--- src/accel_defs.svh ---
// Register offsets, field positions, reset values and behaviour list for the accelerometer register bank.
//
// Behaviour
// - Reference register is eight bits wide and resets to zero.
// - All-axes overrun sets when a full new set overwrites an unread set.
// - Each axis overrun sets when its new sample overwrites its unread sample.
// - All-axes new-data flag rises only once a complete new set is ready.
// - Each axis has its own new-data flag for a fresh readable sample.
// - Each axis reads as a signed low/high byte pair.
// - Queue mode field resets to zero: bypass, fifo, stream, trigger.
// - Trigger-select bit picks first or second interrupt as trigger event.
// - Watermark flag is high when fill level exceeds the 5-bit threshold.
// - Queue overrun flags at 32 unread sets; next tick overwrites oldest in stream mode or before the trigger, fifo mode stops.
// - Queue overrun clears once the host reads the next sample set.
// - Empty flag is high when no unread sets remain.
// - Unread count rises per tick until full and falls per retrieved set.
// - Six enables, reset zero, allow the first interrupt per axis direction.
// - Combination and six-direction bits select OR, AND, movement or position.
// - Movement mode raises the interrupt on zone entry and holds it until the next output-rate tick.
// - Position mode holds the interrupt while orientation stays in a known zone.
// - Interrupt configuration loads at boot; host writes before boot end are ignored.
// - Queue operation is gated by an enable bit that resets to zero.
// - Byte order bit puts low or high byte at the lower address.
`ifndef ACCEL_DEFS_SVH
`define ACCEL_DEFS_SVH

`define REF_ADDR        8'h26
`define STATUS_ADDR     8'h27
`define X_LOW_ADDR      8'h28
`define X_HIGH_ADDR     8'h29
`define Y_LOW_ADDR      8'h2A
`define Y_HIGH_ADDR     8'h2B
`define Z_LOW_ADDR      8'h2C
`define Z_HIGH_ADDR     8'h2D
`define FCTRL_ADDR      8'h2E
`define FSRC_ADDR       8'h2F
`define INTCFG_ADDR     8'h30
`define CORE_CTRL_ADDR  8'h40

`define REF_RESET       8'h00
`define FCTRL_RESET     8'h00
`define INTCFG_RESET    8'h00
`define CORE_CTRL_RESET 8'h00

`define FM_MSB          7
`define FM_LSB          6
`define TR_BIT          5
`define FTH_MSB         4
`define AOI_BIT         7
`define SIXD_BIT        6
`define EN_MSB          5
`define FIFO_EN_BIT     0
`define BLE_BIT         1

`define QUEUE_DEPTH     6'h20
`define UNREAD_MAX      5'h1F

`endif

--- src/accel_pkg.sv ---
// Types shared by the accelerometer register bank.
package accel_pkg;
	typedef enum logic [1:0] {BYPASS, FIFO_STOP, STREAM, TRIGGER} queue_mode_e;
	typedef enum logic [1:0] {OR_COMB, SIX_MOVE, AND_COMB, SIX_POS} int_mode_e;
endpackage

--- src/accel_status_fifo_int_regs.sv ---
// Register bank with axis status, sample queue and first interrupt generator.
//
// The implementer's own choice: strobed register access.
`timescale 1ns/100ps
`default_nettype none
`include "accel_defs.svh"

module accel_status_fifo_int_regs (
	input  wire logic        clk,                  // 50 MHz clock
	input  wire logic        rst,                  // Synchronous reset, active high
	input  wire logic [7:0]  addr,                 // Register address
	input  wire logic [7:0]  wdata,                // Write data
	input  wire logic        wr,                   // Write strobe
	input  wire logic        rd,                   // Read strobe
	output logic      [7:0]  rdata,                // Read data, cycle after rd
	input  wire logic        odr_tick,             // Output data rate tick
	input  wire logic [2:0]  sample_we,            // Per-axis new sample strobe, bit0 X
	input  wire logic [15:0] x_sample,             // X sample
	input  wire logic [15:0] y_sample,             // Y sample
	input  wire logic [15:0] z_sample,             // Z sample
	input  wire logic [5:0]  axis_events,          // ZH ZL YH YL XH XL event levels
	input  wire logic        boot_done,            // Boot sequence finished
	input  wire logic [7:0]  boot_cfg,             // Interrupt configuration loaded at boot
	input  wire logic        second_interrupt_pin, // Second interrupt pin level
	output logic             first_interrupt_pin   // First interrupt output
);

	function automatic logic [7:0] pick_byte(input logic [15:0] v, input logic hi);
		pick_byte = hi ? v[15:8] : v[7:0];
	endfunction

	function automatic logic [5:0] bump(input logic [5:0] c, input logic up, input logic dn);
		bump = c + {5'h00, up} - {5'h00, dn};
	endfunction

	logic [7:0]  reference_value;
	logic [7:0]  fifo_control;
	logic [7:0]  int_one_config;
	logic [7:0]  core_control;
	logic [15:0] axis_val [3];
	logic [2:0]  new_data;
	logic [2:0]  axis_overrun;
	logic        all_axes_overrun;
	logic [47:0] queue_mem [32];
	logic [4:0]  wr_ptr;
	logic [4:0]  rd_ptr;
	logic [5:0]  count;
	logic        queue_overrun_flag;
	logic        triggered;
	logic        int2_meta;
	logic        int2_sync;
	logic        zone_prev;
	logic        move_hold;

	wire accel_pkg::queue_mode_e queue_mode_sel = accel_pkg::queue_mode_e'(fifo_control[`FM_MSB:`FM_LSB]);
	wire        trigger_source_sel = fifo_control[`TR_BIT];
	wire [4:0]  watermark_threshold = fifo_control[`FTH_MSB:0];
	wire        fifo_en = core_control[`FIFO_EN_BIT];
	wire        byte_order_sel = core_control[`BLE_BIT];
	wire accel_pkg::int_mode_e int_mode =
		accel_pkg::int_mode_e'({int_one_config[`AOI_BIT], int_one_config[`SIXD_BIT]});
	wire [5:0]  dir_en = int_one_config[`EN_MSB:0];

	wire        all_axes_new_data = &new_data;
	wire        fifo_act = fifo_en && queue_mode_sel != accel_pkg::BYPASS;
	wire        full = count == `QUEUE_DEPTH;
	wire        empty = count == 6'h00;
	wire        watermark_flag = count > {1'b0, watermark_threshold};
	wire [4:0]  unread_sample_count = full ? `UNREAD_MAX : count[4:0];
	wire        trig_event = trigger_source_sel ? int2_sync : first_interrupt_pin;
	wire        may_overwrite = queue_mode_sel == accel_pkg::STREAM ||
		(queue_mode_sel == accel_pkg::TRIGGER && !triggered);

	wire        wr_hit_ref = wr && addr == `REF_ADDR;
	wire        wr_hit_fctrl = wr && addr == `FCTRL_ADDR;
	wire        wr_hit_cfg = wr && addr == `INTCFG_ADDR && boot_done;
	wire        wr_hit_core = wr && addr == `CORE_CTRL_ADDR;
	wire        rd_axis = rd && addr >= `X_LOW_ADDR && addr <= `Z_HIGH_ADDR;
	wire [1:0]  rd_idx = 2'(addr[2:1] - 2'h0);
	wire [2:0]  axis_read = rd_axis ? 3'(3'h1 << addr[2:1] - 2'h0) : 3'h0;
	wire        retrieve = rd && addr == `Z_HIGH_ADDR;

	wire        pop = retrieve && fifo_act && !empty;
	wire        push = odr_tick && fifo_act && (!full || may_overwrite) && !(triggered && full);
	wire        drop_old = push && full && !pop;
	wire        use_queue = fifo_act && !empty;
	wire [47:0] head = queue_mem[rd_ptr];
	wire [15:0] shown = use_queue ? head[16*rd_idx +: 16] : axis_val[rd_idx];
	wire [7:0]  shown_low = shown[7:0];
	wire [7:0]  shown_high = shown[15:8];
	wire        hi_sel = addr[0] ^ byte_order_sel;
	wire [2:0]  next_new_data = (new_data & ~axis_read) | sample_we;
	wire [2:0]  next_axis_overrun = axis_overrun | (sample_we & new_data);

	wire [5:0]  hits = axis_events & dir_en;
	wire        zone_known = |hits;
	wire        any_or = |hits;
	wire        all_and = (dir_en != 6'h00) && ((axis_events | ~dir_en) == 6'h3F);
	logic       next_int;

	always_comb begin
		case (int_mode)
			accel_pkg::OR_COMB:  next_int = any_or;
			accel_pkg::AND_COMB: next_int = all_and;
			accel_pkg::SIX_MOVE: next_int = move_hold || (zone_known && !zone_prev);
			accel_pkg::SIX_POS:  next_int = zone_known;
			default:             next_int = 1'b0;
		endcase
	end

	logic [7:0] rd_word;
	always_comb begin
		case (addr)
			`REF_ADDR:       rd_word = reference_value;
			`STATUS_ADDR:    rd_word = {all_axes_overrun, axis_overrun[2], axis_overrun[1], axis_overrun[0],
				all_axes_new_data, new_data[2], new_data[1], new_data[0]};
			`X_LOW_ADDR, `X_HIGH_ADDR, `Y_LOW_ADDR, `Y_HIGH_ADDR, `Z_LOW_ADDR, `Z_HIGH_ADDR:
				rd_word = pick_byte(shown, hi_sel);
			`FCTRL_ADDR:     rd_word = fifo_control;
			`FSRC_ADDR:      rd_word = {watermark_flag, queue_overrun_flag, empty, unread_sample_count};
			`INTCFG_ADDR:    rd_word = int_one_config;
			`CORE_CTRL_ADDR: rd_word = core_control;
			default:         rd_word = 8'h00;
		endcase
	end

	always_ff @(posedge clk) begin
		if (rst) begin
			reference_value <= `REF_RESET;
			fifo_control <= `FCTRL_RESET;
			core_control <= `CORE_CTRL_RESET;
			rdata <= 8'h00;
		end else begin
			if (wr_hit_ref)
				reference_value <= wdata;
			if (wr_hit_fctrl)
				fifo_control <= wdata;
			if (wr_hit_core)
				core_control <= wdata;
			rdata <= rd ? rd_word : 8'h00;
		end
	end

	// Boot keeps reloading the configuration so a host write before boot end has no effect.
	always_ff @(posedge clk) begin
		if (rst)
			int_one_config <= `INTCFG_RESET;
		else if (!boot_done)
			int_one_config <= boot_cfg;
		else if (wr_hit_cfg)
			int_one_config <= wdata;
	end

	always_ff @(posedge clk) begin
		if (rst) begin
			new_data <= 3'h0;
			axis_overrun <= 3'h0;
			all_axes_overrun <= 1'b0;
		end else begin
			new_data <= next_new_data;
			// A read clears the overrun flags, but a new overrun in the same cycle wins.
			axis_overrun <= next_axis_overrun & ~(axis_read & ~(sample_we & new_data));
			if (sample_we == 3'h7 && all_axes_new_data)
				all_axes_overrun <= 1'b1;
			else if (retrieve)
				all_axes_overrun <= 1'b0;
		end
	end

	always_ff @(posedge clk) begin
		if (sample_we[0])
			axis_val[0] <= x_sample;
		if (sample_we[1])
			axis_val[1] <= y_sample;
		if (sample_we[2])
			axis_val[2] <= z_sample;
		if (push)
			queue_mem[wr_ptr] <= {axis_val[2], axis_val[1], axis_val[0]};
	end

	always_ff @(posedge clk) begin
		if (rst || !fifo_act) begin
			wr_ptr <= 5'h00;
			rd_ptr <= 5'h00;
			count <= 6'h00;
		end else begin
			wr_ptr <= wr_ptr + 5'(push);
			rd_ptr <= rd_ptr + 5'(pop || drop_old);
			count <= bump(count, push && !drop_old, pop);
		end
	end

	always_ff @(posedge clk) begin
		if (rst || !fifo_act)
			queue_overrun_flag <= 1'b0;
		// The first retrieved set clears the flag even when it is taken from a full queue.
		else if (full && !pop)
			queue_overrun_flag <= 1'b1;
		else if (pop)
			queue_overrun_flag <= 1'b0;
	end

	always_ff @(posedge clk) begin
		if (rst || queue_mode_sel != accel_pkg::TRIGGER)
			triggered <= 1'b0;
		else if (trig_event)
			triggered <= 1'b1;
	end

	always_ff @(posedge clk) begin
		if (rst) begin
			int2_meta <= 1'b0;
			int2_sync <= 1'b0;
			zone_prev <= 1'b0;
			move_hold <= 1'b0;
			first_interrupt_pin <= 1'b0;
		end else begin
			int2_meta <= second_interrupt_pin;
			int2_sync <= int2_meta;
			zone_prev <= zone_known;
			if (zone_known && !zone_prev)
				move_hold <= 1'b1;
			else if (odr_tick)
				move_hold <= 1'b0;
			first_interrupt_pin <= next_int;
		end
	end
endmodule
`default_nettype wire

--- config.mk ---
export PLATFORM = sky130hd
export DESIGN_NAME = accel_status_fifo_int_regs
export DESIGN_NICKNAME = d
export VERILOG_FILES = /design/src/accel_pkg.sv /design/src/accel_status_fifo_int_regs.sv
export VERILOG_INCLUDE_DIRS = /design/src
export SDC_FILE = /design/constraint.sdc
export NUM_CORES = 1
export LEC_CHECK = 0
export BUFFER_PORTS_ARGS = -buffer_cell sky130_fd_sc_hd__buf_4
export CAP_MARGIN = 0
export CORE_UTILIZATION = 30
export CTS_CLUSTER_DIAMETER = 50
export DETAILED_ROUTE_END_ITERATION = 16
export GPL_ROUTABILITY_DRIVEN = 0
export PLACE_DENSITY = 0.49
export SYNTH_ARGS = -nofsm -noshare
export SYNTH_HDL_FRONTEND = slang
export SYNTH_SLANG_ARGS = --single-unit
--- constraint.sdc ---
create_clock -name clk -period 4.1 [get_ports clk]
set_clock_uncertainty 0.2 [all_clocks]
set_input_delay 0.615 -clock clk [delete_from_list [all_inputs] [get_ports clk]]
set_output_delay 0.615 -clock clk [all_outputs]
set_load 0.01 [all_outputs]
==> key figures <==
Outcome
  – Status: finished, final reports clean

Synth
  – Post-synthesis mux area share: between 10% and 20%
  – Post-synthesis adder-cell area fraction: less than 1%
  – EDFF count, synth: 1584
  – Synth Warn #: 0
  – Synth Area in XOR/XNOR: less than 1%
  – Net Count, Synth: 3239
  – Compound-Gate Fraction of Synth Area: under 10%
  – Number of synthesized register bits: 1654
  – Commonest register cell after synthesis: edfxtp_1
  – Fraction of registers with async set/reset: 0%
  – Syn Std Cell Area: 64300 um^2
  – Syn Inst Count: roughly 3100
  – Mean area per synthesized cell: around 21 um^2
  – Post-synthesis simple-gate area fraction: under 10%
  – Post-synthesis sequential area ratio: around 76%
  – Largest family of logic cells by synthesized area: multiplexers
  – Synth unique cells: 66

Final layout
  – Final Util: a little over a third
  – Highest-count cells in the layout ignoring fill and taps: edfxtp_1 (1584), mux4_2 (348), buf_4 (308), clkbuf_16 (188), mux2i_1 (178)
  – Fillers: 19600
  – Register area: about 49000 um^2
  – Most common cell after layout, fill and taps aside: edfxtp_1
  – Synth-to-layout area growth: 20.2%
  – Finished Layout Cells: roughly 6500
  – Multi-input gate area: between 10000 and 15000 um^2
  – Finished Cell Area: 77300 um^2
  – Final #Nets: approximately 3700
  – Layout cells sized above 1: around 29%

CTS
  – Sink Count: about 1700
  – H-tree Lvls: 4
  – Root Buffer: clkbuf_16
  – CTS buffer count: ~190
  – Clk slew on worst S/H paths: around 0.060 ns
  – Worst skew pair latency: 0.81 ns
  – CTS Buffer Depth: 3
  – CTS tree: built

Critical path
  – Setup crit end kind: flip-flop
  – Crit path max fanout: 21
  – Startpoint types: flip-flop
  – Critical Path Max Stage Delay: 0.74 ns
  – R2R Setup Slk: about 0.46 ns
  – Req. time, crit path: between 4 and 5 ns
  – WP data arrival: about 4 ns
  – CP delay by family, top: compound AO/OA/AOI/OAI gates
  – Crit Path Class: flip-flop to flip-flop
  – CP max stage cell: dfxtp_4
  – Worst path cell trace: buf_12, mux4_2, mux2_2, a22o_1, o211ai_1, o2111ai_1, o31ai_1, buf_4, o221ai_1
  – CP bufs+invs: 2

Global route
  – Gr busiest metal: met2
  – GR Util All Layers: 18.2%
  – Largest net degree at the start of global routing: between 40 and 50
  – GR Overflow Total: 0
  – Met3 global-route usage: 3.60%
  – First-pass GRT wire length: approximately 270 mm
  – Global-route met2 utilization: 29.2%
  – Met1 global-route usage: between 20 and 30%
  – Vias in the first global route: approximately 34000
  – Initial antenna violation count: 4

Drt
  – Remaining antenna violation count: 0
  – Drt first pass iters: 5
  – Average wire per standard cell: 30.3 um
  – Initial DRC Count: approximately 3900
  – DRC: 0
  – Via count: around 34000
  – DR vias/cell: 5.15
  – Routed WL: ~200 mm

Power and ir drop
  – PwrDens: roughly 470 nW/um^2
  – Peak supply drop: a little over 300 uV
  – P_sw: 7.57 mW
  – Leak pwr: about 24 nW
  – Clock power share: between 40% and 50%
  – Sequential fraction of design power: 51.9%
  – Switch share: approximately a fifth
  – Int Power: between 20 and 30 mW
  – Tot Pwr: 36.2 mW
  – Logic gate share of total power: around 1.9%

Placed design
  – Placed Area: approximately 70000 um^2
  – Dpl ws: between 0.5 and 0.6 ns
  – Port bufs: 96
  – Placed Instances: roughly 6100
  – DPL Wire Length: around 120 mm

Die
  – Core Area: between 200000 and 250000 um^2
  – Die area: 216000 um^2
  – Die height: approximately 470 um
  – Floorplan die width: ~470 um
  – IO Pins: 97
  – Core Rows: 169
  – Initial Util: between 30% and 40%

STA
  – Period minus WS final: about 3.6 ns
  – Final hold violation count: 0
  – RSZ-0062 raised after global routing: no
  – Worst-Margin Slew: 1.20 ns
  – Max Fclk: between 200 and 300 MHz
  – Final setup fails: 0
  – Final Max Slew Viols: 0
  – Final worst slack: roughly 0.46 ns
  – Tcrit/Tclk final: 88.8%
  – Slew margin rel.: around 20%

Job
  – Max-cap viol count: 0

Min path
  – Min-Delay Path Class: input pin to flip-flop
## state kept, by name, indices dropped and copies added, names as in the netlist, 5 cells and up
register,flops
axis_val,48
core_control,8
count,6
fifo_control,8
int_one_config,8
queue_mem,1536
rd_ptr,5
rdata,8
reference_value,8
wr_ptr,5
## final timing paths
check,start,end,cells after the start
worst max-delay path,rd_ptr[0],rdata[0],9
worst min-delay path,axis_events[5],zone_prev,4
worst max register to register,rd_ptr[0],rdata[0],9
worst min register to register,int2_meta,int2_sync,1
## layer usage
layer	up-vias	wire length, um
met5	-	0
met4	0	4470
met3	252	13000
met2	1242	94200
met1	18200	86800
li1	14000	-
## power groups by stage
stage / logic [mW] / clock network [mW] / registers, mW
after floorplan: 0.113 / 0 / 19.2
after global placement: 0.636 / 0 / 19.1
after detailed placement: 0.648 / 0 / 19.1
after CTS: 0.700 / 17.1 / 18.8
after global routing: 0.747 / 17.6 / 18.8
final: 0.694 / 16.7 / 18.8
## cell type report
type / count / area share, %
repair buffers: 429 / 5.23
clock inverters: 118 / 1.65
well taps: 2821 / 4.57
diodes: 2 / 0.00647
inverters: 28 / 0.139
flip-flops and latches: 1654 / 63.4
clock buffers: 225 / 6.27
multi-input cells: 1267 / 18.8
## logic make-up (layout without fill, tap and decap cells)
kind of cell	after synthesis	count (layout)
muxes	559	559
adders and majority gates	20	20
buffers and inverters	210	800
xor gates and xnor gates	11	11
other	0	2
DFF	1654	1654
and+or+nand+nor	307	307
AOI/OAI and AO/OA	370	370
## what timing repair did
action	4_1_cts	5_1_grt
hold endpoints to repair	89	0
hold buffers	69	0
resized for setup	0	0
buffers inserted	0	0
## metrics by stage
stage	setup TNS, ns	hold WS, ns
after floorplan	-292.16	0.214
after global placement	0	0.234
after detailed placement	0	0.236
after CTS	0	0.00642
after global routing	0	0.0464
final	0	0.0769
## Yosys cell counts (40+ instances only)
master,number,share of area [%]
a21oi_1,110,0.86
buf_2,40,0.31
clkbuf_1,79,0.46
dfxtp_1,70,2.2
edfxtp_1,1584,74
mux2i_1,178,2.8
mux4_2,348,12
nand2_1,84,0.49
nand3_1,43,0.33
nor2_1,107,0.62
o21ai_0,47,0.37
o221ai_1,40,0.54
## worst min-delay path, stage by stage
cell	delay, ns
buf_4	0.09
a22oi_1	0.05
and3_1	0.18
nor2_1	0.09
(Power assumes the default switching activity.)
